[config.mk]
export PLATFORM = sky130hd
export DESIGN_NAME = sor_top
export DESIGN_NICKNAME = d
export VERILOG_FILES = /design/src/verilog/sor_pkg.sv /design/src/verilog/sor_chan_if.sv /design/src/verilog/sor_top.sv /design/src/verilog/sor_chan.sv /design/src/verilog/sor_irq.sv
export SDC_FILE = /design/constraint.sdc
export NUM_CORES = 1
export LEC_CHECK = 0
export BUFFER_PORTS_ARGS = -buffer_cell sky130_fd_sc_hd__clkbuf_2
export CORE_AREA = 2 2 107 186
export DETAILED_ROUTE_END_ITERATION = 16
export DIE_AREA = 0 0 109 188
export PLACE_DENSITY_LB_ADDON = 0.12
export SETUP_SLACK_MARGIN = 0.15
export SLEW_MARGIN = 20
export SYNTH_ARGS = -nofsm -noshare
export SYNTH_HDL_FRONTEND = slang
export SYNTH_HIERARCHICAL = 1
export SYNTH_SLANG_ARGS = --single-unit
[constraint.sdc]
create_clock -name aclk -period 2.3 [get_ports aclk]
set_input_delay 0 -clock aclk [delete_from_list [all_inputs] [get_ports aclk]]
set_output_delay 0 -clock aclk [all_outputs]
set_load 0.005 [all_outputs]
[src/verilog/sor_pkg.sv]
package sor_pkg;
   localparam int SOR_NUM_CH = 6;
   localparam int SOR_OUT_W = 16;
   localparam int SOR_IDX_W = 4;
   localparam int SOR_IDX_LSB = 2;
   localparam logic [15:0] SOR_SAMPLE_RST = 16'hFFFF;
   localparam logic [15:0] SOR_EMPTY_READ = 16'hFFFF;
   localparam logic [3:0] SOR_IDX_CH0 = 4'h0;
   localparam logic [3:0] SOR_IDX_CH5 = 4'h5;
   localparam logic [3:0] SOR_IDX_ENABLE = 4'h6;
   localparam logic [3:0] SOR_IDX_FULL = 4'h7;
   localparam logic [3:0] SOR_IDX_IRQ_STAT = 4'h8;
   localparam logic [3:0] SOR_IDX_IRQ_MASK = 4'h9;
   localparam logic [5:0] SOR_ENABLE_RST = 6'h00;
   localparam logic [5:0] SOR_MASK_RST = 6'h00;
   localparam logic [5:0] SOR_STAT_RST = 6'h00;
   localparam logic [1:0] SOR_RESP_OKAY = 2'h0;
   localparam logic [1:0] SOR_RESP_SLVERR = 2'h2;
   localparam logic [1:0] SOR_RESP_DECERR = 2'h3;

   function automatic logic sor_is_chan(input logic [3:0] idx);
      sor_is_chan = (idx >= SOR_IDX_CH0) && (idx <= SOR_IDX_CH5);
   endfunction

   function automatic logic sor_is_mapped(input logic [3:0] idx);
      sor_is_mapped = (idx <= SOR_IDX_IRQ_MASK);
   endfunction

   function automatic logic sor_is_writable(input logic [3:0] idx);
      sor_is_writable = (idx == SOR_IDX_ENABLE) || (idx == SOR_IDX_IRQ_STAT) ||
         (idx == SOR_IDX_IRQ_MASK);
   endfunction
endpackage

[src/verilog/sor_chan_if.sv]
`timescale 1ns/100ps
interface sor_chan_if #(
   parameter int SW = 24
);
   logic enable;
   logic in_valid;
   logic [SW-1:0] in_data;
   logic rd_clr;
   logic wr_same;
   logic full;
   logic new_sample;
   logic [15:0] read_data;

   modport ctrl (
      output enable,
      output in_valid,
      output in_data,
      output rd_clr,
      output wr_same,
      input full,
      input new_sample,
      input read_data
   );

   modport chan (
      input enable,
      input in_valid,
      input in_data,
      input rd_clr,
      input wr_same,
      output full,
      output new_sample,
      output read_data
   );
endinterface

[src/verilog/sor_top.sv]
// The implementer's own choice: register access over AXI4-Lite.
`timescale 1ns/100ps
module sor_top
   import sor_pkg::*;
#(
   parameter int NCH = SOR_NUM_CH,
   parameter int SW = 24,
   parameter int AW = 12
) (
   input wire logic aclk,
   input wire logic aresetn,
   input wire logic [AW-1:0] s_axi_awaddr,
   input wire logic [2:0] s_axi_awprot,
   input wire logic s_axi_awvalid,
   output logic s_axi_awready,
   input wire logic [31:0] s_axi_wdata,
   input wire logic [3:0] s_axi_wstrb,
   input wire logic s_axi_wvalid,
   output logic s_axi_wready,
   output logic [1:0] s_axi_bresp,
   output logic s_axi_bvalid,
   input wire logic s_axi_bready,
   input wire logic [AW-1:0] s_axi_araddr,
   input wire logic [2:0] s_axi_arprot,
   input wire logic s_axi_arvalid,
   output logic s_axi_arready,
   output logic [31:0] s_axi_rdata,
   output logic [1:0] s_axi_rresp,
   output logic s_axi_rvalid,
   input wire logic s_axi_rready,
   input wire logic [NCH-1:0] sample_valid,
   input wire logic [NCH*SW-1:0] sample_data,
   output logic irq
);
   localparam int HI_W = AW - SOR_IDX_LSB - SOR_IDX_W;

   // write channel holding state
   logic aw_held_q;
   logic [AW-1:0] awaddr_q;
   logic w_held_q;
   logic [31:0] wdata_q;
   logic [3:0] wstrb_q;
   logic bvalid_q;
   logic [1:0] bresp_q;
   logic wr_fire;
   logic [3:0] wr_idx;
   logic wr_hit;
   logic wr_ok;
   logic [1:0] wr_resp;

   // read channel state
   logic rvalid_q;
   logic [31:0] rdata_q;
   logic [1:0] rresp_q;
   logic ar_fire;
   logic [3:0] rd_idx;
   logic rd_hit;
   logic [31:0] rd_word;
   logic [1:0] rd_resp;

   // software-visible control
   logic [NCH-1:0] enable_q;
   logic [NCH-1:0] full_vec;
   logic [NCH-1:0] event_vec;
   logic [NCH-1:0] irq_status;
   logic [NCH-1:0] irq_mask;
   logic [NCH-1:0] stat_clr;
   logic mask_we;
   logic [15:0] chan_rd [NCH];

   function automatic logic [3:0] reg_index(input logic [AW-1:0] addr);
      reg_index = addr[SOR_IDX_LSB +: SOR_IDX_W];
   endfunction

   function automatic logic addr_in_range(input logic [AW-1:0] addr);
      addr_in_range = (addr[AW-1 -: HI_W] == '0);
   endfunction

   // ---------------- write address and data capture
   assign s_axi_awready = !aw_held_q;
   assign s_axi_wready = !w_held_q;

   always_ff @(posedge aclk) begin
      if (!aresetn) begin
         aw_held_q <= 1'b0;
         awaddr_q <= '0;
      end else if (s_axi_awvalid && !aw_held_q) begin
         aw_held_q <= 1'b1;
         awaddr_q <= s_axi_awaddr;
      end else if (wr_fire) begin
         aw_held_q <= 1'b0;
      end
   end

   always_ff @(posedge aclk) begin
      if (!aresetn) begin
         w_held_q <= 1'b0;
         wdata_q <= '0;
         wstrb_q <= '0;
      end else if (s_axi_wvalid && !w_held_q) begin
         w_held_q <= 1'b1;
         wdata_q <= s_axi_wdata;
         wstrb_q <= s_axi_wstrb;
      end else if (wr_fire) begin
         w_held_q <= 1'b0;
      end
   end

   // the write takes effect once both halves are in and no response is waiting
   assign wr_fire = aw_held_q && w_held_q && !bvalid_q;
   assign wr_idx = reg_index(awaddr_q);
   assign wr_hit = addr_in_range(awaddr_q) && sor_is_mapped(wr_idx);
   assign wr_ok = wr_hit && sor_is_writable(wr_idx);

   always_comb begin
      if (!wr_hit) begin
         wr_resp = SOR_RESP_DECERR;
      end else if (!wr_ok) begin
         wr_resp = SOR_RESP_SLVERR;
      end else begin
         wr_resp = SOR_RESP_OKAY;
      end
   end

   always_ff @(posedge aclk) begin
      if (!aresetn) begin
         bvalid_q <= 1'b0;
         bresp_q <= SOR_RESP_OKAY;
      end else if (wr_fire) begin
         bvalid_q <= 1'b1;
         bresp_q <= wr_resp;
      end else if (s_axi_bready) begin
         bvalid_q <= 1'b0;
      end
   end

   assign s_axi_bvalid = bvalid_q;
   assign s_axi_bresp = bresp_q;

   // ---------------- register writes
   always_ff @(posedge aclk) begin
      if (!aresetn) begin
         enable_q <= NCH'(SOR_ENABLE_RST);
      end else if (wr_fire && wr_ok && wr_idx == SOR_IDX_ENABLE && wstrb_q[0]) begin
         enable_q <= wdata_q[NCH-1:0];
      end
   end

   assign mask_we = wr_fire && wr_ok && wr_idx == SOR_IDX_IRQ_MASK && wstrb_q[0];

   always_comb begin
      if (wr_fire && wr_ok && wr_idx == SOR_IDX_IRQ_STAT && wstrb_q[0]) begin
         stat_clr = wdata_q[NCH-1:0];
      end else begin
         stat_clr = '0;
      end
   end

   // ---------------- read path
   assign s_axi_arready = !rvalid_q;
   assign ar_fire = s_axi_arvalid && !rvalid_q;
   assign rd_idx = reg_index(s_axi_araddr);
   assign rd_hit = addr_in_range(s_axi_araddr) && sor_is_mapped(rd_idx);

   always_comb begin
      rd_word = '0;
      rd_resp = SOR_RESP_OKAY;
      if (!rd_hit) begin
         rd_resp = SOR_RESP_DECERR;
      end else if (sor_is_chan(rd_idx)) begin
         rd_word = {16'h0000, chan_rd[rd_idx[2:0]]};
      end else begin
         case (rd_idx)
            SOR_IDX_ENABLE: begin
               rd_word = {{(32-NCH){1'b0}}, enable_q};
            end
            SOR_IDX_FULL: begin
               rd_word = {{(32-NCH){1'b0}}, full_vec};
            end
            SOR_IDX_IRQ_STAT: begin
               rd_word = {{(32-NCH){1'b0}}, irq_status};
            end
            SOR_IDX_IRQ_MASK: begin
               rd_word = {{(32-NCH){1'b0}}, irq_mask};
            end
            default: begin
               rd_resp = SOR_RESP_DECERR;
            end
         endcase
      end
   end

   always_ff @(posedge aclk) begin
      if (!aresetn) begin
         rvalid_q <= 1'b0;
         rdata_q <= '0;
         rresp_q <= SOR_RESP_OKAY;
      end else if (ar_fire) begin
         rvalid_q <= 1'b1;
         rdata_q <= rd_word;
         rresp_q <= rd_resp;
      end else if (s_axi_rready) begin
         rvalid_q <= 1'b0;
      end
   end

   assign s_axi_rvalid = rvalid_q;
   assign s_axi_rdata = rdata_q;
   assign s_axi_rresp = rresp_q;

   // ---------------- channels
   generate
      for (genvar i = 0; i < NCH; i++) begin : g_ch
         sor_chan_if #(.SW(SW)) ch_if ();

         assign ch_if.enable = enable_q[i];
         assign ch_if.in_valid = sample_valid[i];
         assign ch_if.in_data = sample_data[i*SW +: SW];
         // clear is tied to the read handshake of this channel's register
         assign ch_if.rd_clr = ar_fire && rd_hit && sor_is_chan(rd_idx) &&
            (rd_idx[2:0] == 3'(i));
         assign ch_if.wr_same = wr_fire;
         assign full_vec[i] = ch_if.full;
         assign event_vec[i] = ch_if.new_sample;
         assign chan_rd[i] = ch_if.read_data;

         sor_chan #(
            .SW(SW)
         ) u_chan (
            .aclk(aclk),
            .aresetn(aresetn),
            .ch(ch_if.chan)
         );
      end
   endgenerate

   // ---------------- interrupts
   sor_irq #(
      .NCH(NCH)
   ) u_irq (
      .aclk(aclk),
      .aresetn(aresetn),
      .events(event_vec),
      .clr_mask(stat_clr),
      .mask_we(mask_we),
      .mask_wdata(wdata_q[NCH-1:0]),
      .status(irq_status),
      .mask(irq_mask),
      .irq(irq)
   );
endmodule // sor_top

[src/verilog/sor_chan.sv]
`timescale 1ns/100ps
module sor_chan
   import sor_pkg::*;
#(
   parameter int SW = 24
) (
   input wire logic aclk,
   input wire logic aresetn,
   sor_chan_if.chan ch
);
   logic [15:0] sample_q;
   logic full_q;
   logic accept;

   // a disabled filter takes no new samples or events; an unread held sample still reads back
   assign accept = ch.enable & ch.in_valid;
   assign ch.new_sample = accept;
   assign ch.full = full_q;

   always_ff @(posedge aclk) begin
      if (!aresetn) begin
         sample_q <= SOR_SAMPLE_RST;
      end else if (accept) begin
         sample_q <= ch.in_data[SW-1 -: SOR_OUT_W];
      end
   end

   always_ff @(posedge aclk) begin
      if (!aresetn) begin
         full_q <= 1'b0;
      end else if (accept) begin
         full_q <= 1'b1;
      end else if (ch.rd_clr && !ch.wr_same) begin
         full_q <= 1'b0;
      end
   end

   always_comb begin
      if (ch.enable || full_q) begin
         ch.read_data = sample_q;
      end else begin
         ch.read_data = SOR_EMPTY_READ;
      end
   end
endmodule // sor_chan

[src/verilog/sor_irq.sv]
`timescale 1ns/100ps
module sor_irq
   import sor_pkg::*;
#(
   parameter int NCH = 6
) (
   input wire logic aclk,
   input wire logic aresetn,
   input wire logic [NCH-1:0] events,
   input wire logic [NCH-1:0] clr_mask,
   input wire logic mask_we,
   input wire logic [NCH-1:0] mask_wdata,
   output logic [NCH-1:0] status,
   output logic [NCH-1:0] mask,
   output logic irq
);
   logic [NCH-1:0] status_q;
   logic [NCH-1:0] mask_q;

   // a new event wins over a simultaneous write-one clear
   always_ff @(posedge aclk) begin
      if (!aresetn) begin
         status_q <= NCH'(SOR_STAT_RST);
      end else begin
         status_q <= (status_q & ~clr_mask) | events;
      end
   end

   always_ff @(posedge aclk) begin
      if (!aresetn) begin
         mask_q <= NCH'(SOR_MASK_RST);
      end else if (mask_we) begin
         mask_q <= mask_wdata;
      end
   end

   assign status = status_q;
   assign mask = mask_q;
   assign irq = |(status_q & mask_q);
endmodule // sor_irq

==> Word-level counts from Yosys, hierarchy flattened <==
Index checks and enable logic that the tools add are counted.
{ "op_classes": {"bitwise_logic": 11, "reduce_logical": 58, "mux": 37, "eq_ne": 12, "order_cmp": 5} }
{ "ops": {"columns": ["operator", "count"], "rows": [
  ["two-way mux 16 bit", 10],
  ["binary-select mux 16 bit (select 3 bit)", 1],
  ["logical AND 1 bit", 30],
  ["one-hot mux 6 bit (4 select lines)", 1],
  ["nonzero test 2 bit", 10],
  ["two-way mux 1 bit", 19],
  ["equality test 4 bit, second input constant", 4],
  ["bitwise AND 6 bit", 2],
  ["equality test 4 x 3 -> 1 bit, second input constant", 3],
  ["zero test 6 bit", 2],
  ["two-way mux 2 bit", 5],
  ["<= comparator 4 bit, second input constant", 2],
  ["logical OR 1 bit", 8],
  ["bitwise AND 1 bit", 6],
  ["equality test 3 x 2 -> 1 bit, second input constant", 2],
  ["equality test 3 bit, second input constant", 2],
  ["two-way mux 6 bit", 1],
  ["NOT 6 bit", 1],
  ["OR 6 bit", 1],
  ["OR reduction 6 bit", 1],
  ["zero test 1 bit", 5],
  [">= comparator 4 x 1 -> 1 bit, second input constant", 1],
  [">= comparator 4 bit, second input constant", 1],
  ["<= comparator 4 x 3 -> 1 bit, second input constant", 1],
  ["4 further kinds", 4]
]} }
{ "totals": {"ff_bits": 179, "in_bits": 223} }

==> Longest topological paths before layout <==
Gate-level depths: netlist of the first run.
{ "logic_depth": {"word_depth": 11, "mapped_depth": 7, "ltp_nobuf": 6} }

==> By module <==
Netlist of the first run, hierarchy kept.
{ "by_module_without_submodules": {"columns": ["module", "area_each_um2", "n_inst", "cells_each", "seq_area_each_um2"], "rows": [
  ["sor_chan", 822.0, 6, 95, 340.3],
  ["sor_top", 3026.7, 1, 351, 920.9],
  ["sor_irq", 464.2, 1, 42, 240.2]
]} }

==> Least setup slack after synthesis of the first run <==
No wires, ideal clock.
{ "synth_path": {"path_kind": "register to register", "start": "register rvalid_q (netlist: s_axi_rvalid)", "end": "register g_ch[1].u_chan.full_q", "arrival_ps": 1517, "required_time_ps": 2183, "path_stages_with_launch": 6, "setup_slack_ps": 666, "cell_sequence": "dfxtp_1 or4b_4 nor3_4 and4_1 nor2b_1 o2bb2ai_1"} }
{ "synth_via": {"elab_chain_len": 7} }
{ "synth_lines": {"columns": ["item", "line", "source"], "rows": [
  ["start, declared", "sor_top.sv:52", "logic rvalid_q;"],
  ["start signal, assigned", "sor_top.sv:195", "rvalid_q <= 1'b0;"],
  ["start signal, assigned", "sor_top.sv:199", "rvalid_q <= 1'b1;"],
  ["start signal, assigned", "sor_top.sv:203", "rvalid_q <= 1'b0;"],
  ["zero test 1 bit", "sor_top.sv:161", "assign ar_fire = s_axi_arvalid && !rvalid_q;"],
  ["logical AND 1 bit", "sor_top.sv:161", null],
  ["logical AND 1 bit (3 in series)", "sor_top.sv:220", "assign ch_if.rd_clr = ar_fire && rd_hit && sor_is_chan(rd_idx) &&"],
  ["net g_ch[1].ch_if.rd_clr", "sor_chan_if.sv:8", "logic rd_clr;"],
  ["logical AND 1 bit", "sor_chan.sv:33", "end else if (ch.rd_clr && !ch.wr_same) begin"],
  ["nonzero test 2 bit (no line)", null, null],
  ["end signal, assigned", "sor_chan.sv:30", "full_q <= 1'b0;"],
  ["end signal, assigned", "sor_chan.sv:32", "full_q <= 1'b1;"],
  ["end signal, assigned", "sor_chan.sv:34", "full_q <= 1'b0;"],
  ["end, declared", "sor_chan.sv:12", "logic full_q;"]
]} }
The timed path passes the listed nets, and every way through them passes these cells.
A chain may end at the register's enable or synchronous reset.

==> Final worst setup path of the first run <==
{ "layout_path": {"start": "register enable_q[5]", "end": "register g_ch[5].u_chan.sample_q[5]"} }
{ "layout_via": {"elab_chain_len": 1} }
{ "layout_lines": {"columns": ["item", "line", "source"], "rows": [
  ["start, declared", "sor_top.sv:62", "logic [NCH-1:0] enable_q;"],
  ["start signal, assigned", "sor_top.sv:143", "enable_q <= NCH'(SOR_ENABLE_RST);"],
  ["start signal, assigned", "sor_top.sv:145", "enable_q <= wdata_q[NCH-1:0];"],
  ["bitwise AND 1 bit", "sor_chan.sv:16", "assign accept = ch.enable & ch.in_valid;"],
  ["net g_ch[5].ch_if.new_sample", "sor_chan_if.sv:11", "logic new_sample;"],
  ["end signal, assigned", "sor_chan.sv:24", "sample_q <= ch.in_data[SW-1 -: SOR_OUT_W];"],
  ["end, declared", "sor_chan.sv:11", "logic [15:0] sample_q;"]
]} }
The timed path passes the listed nets, and every way through them passes these cells.

==> results of run 1 <==
## logic make-up after synthesis
logic type | count (synthesis)
AOI/OAI and AO/OA | 278
and+or+nand+nor | 254
buffers and inverters | 206
DFF | 160
muxes | 64
other | 1
## critical path, stage by stage, from the launching register on
cell	delay (ns)
dfxtp_2	0.46
buf_4	0.29
and2_4	0.36
o211ai_2	0.10
dlygate4sd3_1	0.58
## where the power goes
| part | total [W] | internal [W] | switching, W |
|---|---|---|---|
| combinational | 0.000598 | 0.000320 | 0.000279 |
| clock | 0.00300 | 0.00185 | 0.00116 |
| sequential | 0.00282 | 0.00280 | 0.0000244 |
## cell type report
cell class | count | area (µm²) | area share, %
clock buffer | 18 | 439 | 4.01
clock inverter | 12 | 183 | 1.67
inverter | 103 | 387 | 3.53
multi-input combinational | 612 | 4200 | 38.4
sequential | 160 | 3200 | 29.2
tap | 241 | 302 | 2.75
timing repair buffer | 307 | 2240 | 20.4
## registers in the layout, summed over array words and instances (netlist names)
register / count
s_axi_bvalid: 1
u_irq/mask: 6
enable_q: 6
wstrb_q: 1
wdata_q: 6
g_ch.u_chan/ch.full: 6
w_held_q: 1
s_axi_rvalid: 1
aw_held_q: 1
g_ch.u_chan/sample_q: 96
awaddr_q: 10
u_irq/status: 6
s_axi_rresp: 1
s_axi_bresp: 2
s_axi_rdata: 16
## per-layer routing
layer	part of all wire (%)	track usage [%]	wire length [µm]
met1	39	28.5	9670
met2	54	44.3	13300
met3	3.6	3.68	883
met4	3.2	9.86	795
met5	0.049	0	12
## how the worst min path moves through the flow
stage	start	end	slack [ns]	cells past startpoint
floorplan	s_axi_awvalid	aw_held_q	0.12	2
global route	aresetn	g_ch[5].u_chan/sample_q[4]	0.02	2
finish	aresetn	g_ch[5].u_chan/sample_q[7]	0.01	2
detailed placement	s_axi_wvalid	w_held_q	0.24	3
CTS	aresetn	g_ch[5].u_chan/sample_q[6]	0.0006	2
global placement	s_axi_awvalid	aw_held_q	0.23	3
## cell usage in the layout, fill, tap and decap left out, types with 17 or more instances in the layout
cell and n:
clkbuf_2 160, dfxtp_1 159, dlygate4sd3_1 122, o21ai_0 113
inv_1 103, nand3_1 101, mux2i_1 53, nand2_1 52
o211ai_1 49, o211ai_2 48, nor2b_1 33, nor2_1 25
buf_4 22, clkbuf_16 17
## per-stage QoR
stage	power (W)	setup WS (ns)	instance area, µm²	std cells
after floorplan	0.00316	0.666	8480	978
after global placement	0.00331	0.414	9080	1299
after detailed placement	0.00332	0.418	9080	1299
after CTS	0.00647	0.237	10900	1452
after global routing	0.00665	0.268	11000	1453
final	0.00643	0.383	11000	1453
## repair_timing
item,4_1_cts,5_1_grt
buffers inserted,0,1
setup endpoints to repair,0,4
hold buffers,123,0
hold endpoints to repair,118,0
gates resized for setup,0,4
==> metrics.yaml, run 1 <==
ys_seq_area_share_pct: 38.0
num_vias: 7581
syn_area_per_cell_um2: 8.75
grt_pass1_wl_um: 39000
fp.dieArea_um2: 20500
rr_endpoint: "g_ch[5].u_chan/sample_q[5]"
tightestPinTransition_ns: 0.752
grt.overflow.total: 0
worstSetupStartpoint: "enable_q[5]"
netlist_area_um2: 8420
peakVddDrop_mv: 0.375
synth_compound_area_share_pct: 24.3
ys.flop_type: "dfxtp_1"
first_iter_violations: 368
htree_levels: 4
ys_types: 54
hp-class: "input pin to flip-flop"
io_pins: 265
grt_pass1_vias: 7536
die_w_um: 109
finalCritPeriodShare_pct: 83.4
endpoint_kind: "flip-flop"
synthSimpleGateAreaFrac_pct: 15.8
tns_ns: 0
worst_ep_arrival_time_ns: 2.22
leakage_nw: 4.89
crit_end: "g_ch[5].u_chan/sample_q[5]"
numPortBuffers: 161
final_nets: 1424
place_hpwl_um: 17200
outcome: "completed"
path_class: "flip-flop to flip-flop"
synth_xor_area_share_pct: 0
vias_per_cell: 5.22
fin_crit_ns: 1.92
root_buffer: "clkbuf_16"
cts_tree: "done"
grt_start_max_net_pins: 65
synthAdderAreaFrac_pct: 0
cts_buffers: 17
synth_edf_count: 0
synth.largest_area_cell: "dfxtp_1"
synth_common_cells: "dfxtp_1, o21ai_0, inv_1, nand3_1, mux2i_1"
insertion_delay_ns: 0.42
rsz0062_at_grt: "no"
clock.fmax_mhz: 522
finClkSkew_ns: 0.0134
ant_nets: 0
slew_viol_final: 0
antenna_cells: 0
drive_above_1_share_pct: 23.9
clock_sinks: 160
ys_seq_elements: 160
drcViolationCount: 0
rows: 67
drt_first_pass_iters: 7
reg2reg_from: "enable_q[5]"
synthMuxAreaShare_pct: 8.97
maxSlewHeadroom_pct: 49.8
routedWlPerCell_um: 17.0
syn_to_final_growth_pct: 30.1
clock_path_buffers: 2
async_flop_share_pct: 0
start_kind: "flip-flop"
core-area_um2: 19000
fill_cells: 1719
synth_top_family_by_area: "compound AO/OA/AOI/OAI gates"
cp_max_fo: 24
cts.clk_slew.worst_paths_ns: 0.06
start_util_pct: 44.3
place_congestion: 0.876
routed_wl_um: 24700
setup_viol: 0
die_h_um: 188
ys.warnings.count: 6
synth_most_common_cell: "dfxtp_1"
fin_util_pct: 57.6
hold_ws_ns: 0.0115
finalHoldViolCount: 0
p_per_area_nw_per_um2: 586
rrSetupSlack_ns: 0.38
cp_data_required_time_ns: 2.61
syn_inst: 963
synth_top_area_share_pct: 38.0
reg2reg_depth: 4
grt_usage_pct: 24.6
synth_area_leaders: "dfxtp_1, o211ai_2, o21ai_0, mux2i_1, nand3_1"
antenna_found_initial: 1
drv_cap: 0
(Power assumes the default switching activity.)
==> run 2, diff against run 1 <==
Clock period 2.3 ns to 1.9 ns, I/O delays scaled along.
==> metrics.yaml, run 2 (synthesis gave the netlist of run 1 again) <==
outcome: "completed"
routed_wl_um: 24900  # +1.1%
tightestPinTransition_ns: 0.671  # -0.0813 ns
num_vias: 7693  # +1.5%
final_common_cell: "clkbuf_2"
core-area_um2: 19000  # unchanged
grt_pass1_vias: 7653  # +1.6%
clock.fmax_mhz: 571  # +9.4%
largest_reg_flops: 96  # unchanged
finalHoldViolCount: 0  # unchanged
place_congestion: 0.838  # -4.3%
drcViolationCount: 0  # unchanged
place_hpwl_um: 17400  # +1.1%
largest-register: "g_ch.u_chan/sample_q"
hp-class: "input pin to flip-flop"
finClkSkew_ns: 0.00977  # -0.00359 ns
rr_endpoint: "g_ch[0].u_chan/ch.full"
p_per_area_nw_per_um2: 674  # +15%
final_cell_mix: "clkbuf_2, dfxtp_1, dlygate4sd3_1"
start_util_pct: 44.3  # unchanged
grt_pass1_wl_um: 39200  # +0.51%
antenna_found_initial: 0  # -1
drt_first_pass_iters: 5  # -2
tns_ns: 0  # unchanged
cts_tree: "done"
grt.overflow.total: 0  # unchanged
syn_to_final_growth_pct: 32.7
hold_ws_ns: 0.0622  # +0.0507 ns
die_w_um: 109  # unchanged
reg2reg_from: "s_axi_rvalid"
die_h_um: 188  # unchanged
cts_buffers: 17  # unchanged
antenna_cells: 0  # unchanged
leakage_nw: 5.01  # +2.5%
start_kind: "flip-flop"
numPortBuffers: 161  # unchanged
reg2reg_depth: 8  # +4
first_iter_violations: 370  # +0.54%
routedWlPerCell_um: 16.8  # -0.78%
path_class: "flip-flop to flip-flop"
clock_sinks: 160  # unchanged
endpoint_kind: "flip-flop"
peakVddDrop_mv: 0.506  # +35%
fin_crit_ns: 1.75  # -0.165 ns
rsz0062_at_grt: "yes"
rows: 67  # unchanged
fp.dieArea_um2: 20500  # unchanged
final_nets: 1449  # +1.8%
hp-start: "sample_valid[1]"
drv_cap: 0  # unchanged
grt_start_max_net_pins: 54  # -17%
vias_per_cell: 5.20  # -0.37%
htree_levels: 4  # unchanged
cts.clk_slew.worst_paths_ns: 0.07  # about the same
ant_nets: 0  # unchanged
clock_path_buffers: 2  # unchanged
min_path_cells: 3  # +1
rrSetupSlack_ns: 0.15  # -0.23 ns
insertion_delay_ns: 0.43  # about the same
finalCritPeriodShare_pct: 92.2  # +8.8 points
maxSlewHeadroom_pct: 55.3  # +5.5 points
grt_usage_pct: 24.7  # +0.083 points
worst_ep_arrival_time_ns: 2.07  # -0.15 ns
drive_above_1_share_pct: 26.3  # +2.4 points
io_pins: 265  # unchanged
root_buffer: "clkbuf_16"
cp_data_required_time_ns: 2.22  # -0.39 ns
slew_viol_final: 0  # unchanged
fill_cells: 1717  # -0.12%
setup_viol: 0  # unchanged
cp_max_fo: 7  # -71%
hold_end: "g_ch[1].u_chan/sample_q[13]"
[run 2: worst max-delay path by stage]
stage	from	end	depth (start not counted)	slack, ns
6_report	s_axi_rvalid	g_ch[0].u_chan/ch.full	8	0.15
5_1_grt	s_axi_rvalid	g_ch[0].u_chan/ch.full	8	0.05
4_1_cts	s_axi_rvalid	s_axi_rdata[9]	4	0.15
3_5_place_dp	s_axi_rvalid	g_ch[2].u_chan/ch.full	5	0.12
3_3_place_gp	s_axi_rvalid	g_ch[1].u_chan/ch.full	5	0.15
2_1_floorplan	s_axi_rvalid	g_ch[1].u_chan/ch.full	5	0.27
[run 2: layout make-up]
| class | instances | area (µm²) | share of cell area [%] |
|---|---|---|---|
| multi-input combinational | 612 | 4230 | 37.8 |
| timing repair buffer | 332 | 2460 | 22.0 |
| inverter | 103 | 387 | 3.46 |
| sequential | 160 | 3210 | 28.8 |
| clock inverter | 12 | 124 | 1.11 |
| clock buffer | 20 | 457 | 4.09 |
| tap | 241 | 302 | 2.70 |
[run 2: layer usage]
| metal | wire length (µm) | GRT usage (%) | vias up | share of wire, % |
|---|---|---|---|---|
| met5 | 0 | 0 | - | 0 |
| met4 | 874 | 10.6 | 0 | 3.5 |
| met3 | 845 | 3.37 | 51 | 3.4 |
| met2 | 13300 | 45.2 | 196 | 53 |
| met1 | 9870 | 27.8 | 3581 | 40 |
| li1 | - | - | 3865 | - |
[run 2: timing repair]
item	CTS	global route
setup buffers	0	5
hold buffers	126	0
endpoints found under the hold margin	119	0
endpoints found under the setup margin	8	32
resized for setup	7	14
pin swaps	3	6
[run 2: worst max-delay path: stages (launching register included)]
cell and delay, ns:
dfxtp_2 0.32, or4b_4 0.55, nor3_4 0.17, buf_12 0.15
buf_6 0.09, nand3_2 0.06, nor2_1 0.10, nor2b_2 0.13
o2bb2ai_1 0.06
[run 2: metrics by stage]
| stage | cell area, µm² | worst slack, ns | utilization, % | cells | power [W] |
|---|---|---|---|---|---|
| after floorplan | 8480 | 0.266 | - | 978 | 0.00382 |
| after global routing | 11200 | 0.0512 | 58.7 | 1480 | 0.00781 |
| after global placement | 9230 | 0.147 | 48.5 | 1317 | 0.00402 |
| after detailed placement | 9230 | 0.124 | 48.5 | 1317 | 0.00402 |
| final | 11200 | 0.148 | 58.7 | 1480 | 0.00753 |
| after CTS | 11100 | 0.147 | 58.3 | 1475 | 0.00758 |
[run 2: power breakdown]
group	internal [W]	leakage [nW]	switching (W)
Clock	0.00190	0.272	0.00147
Combinational	0.000402	3.43	0.000341
Sequential	0.00339	1.30	0.0000319
Total	0.00569	5.01	0.00185
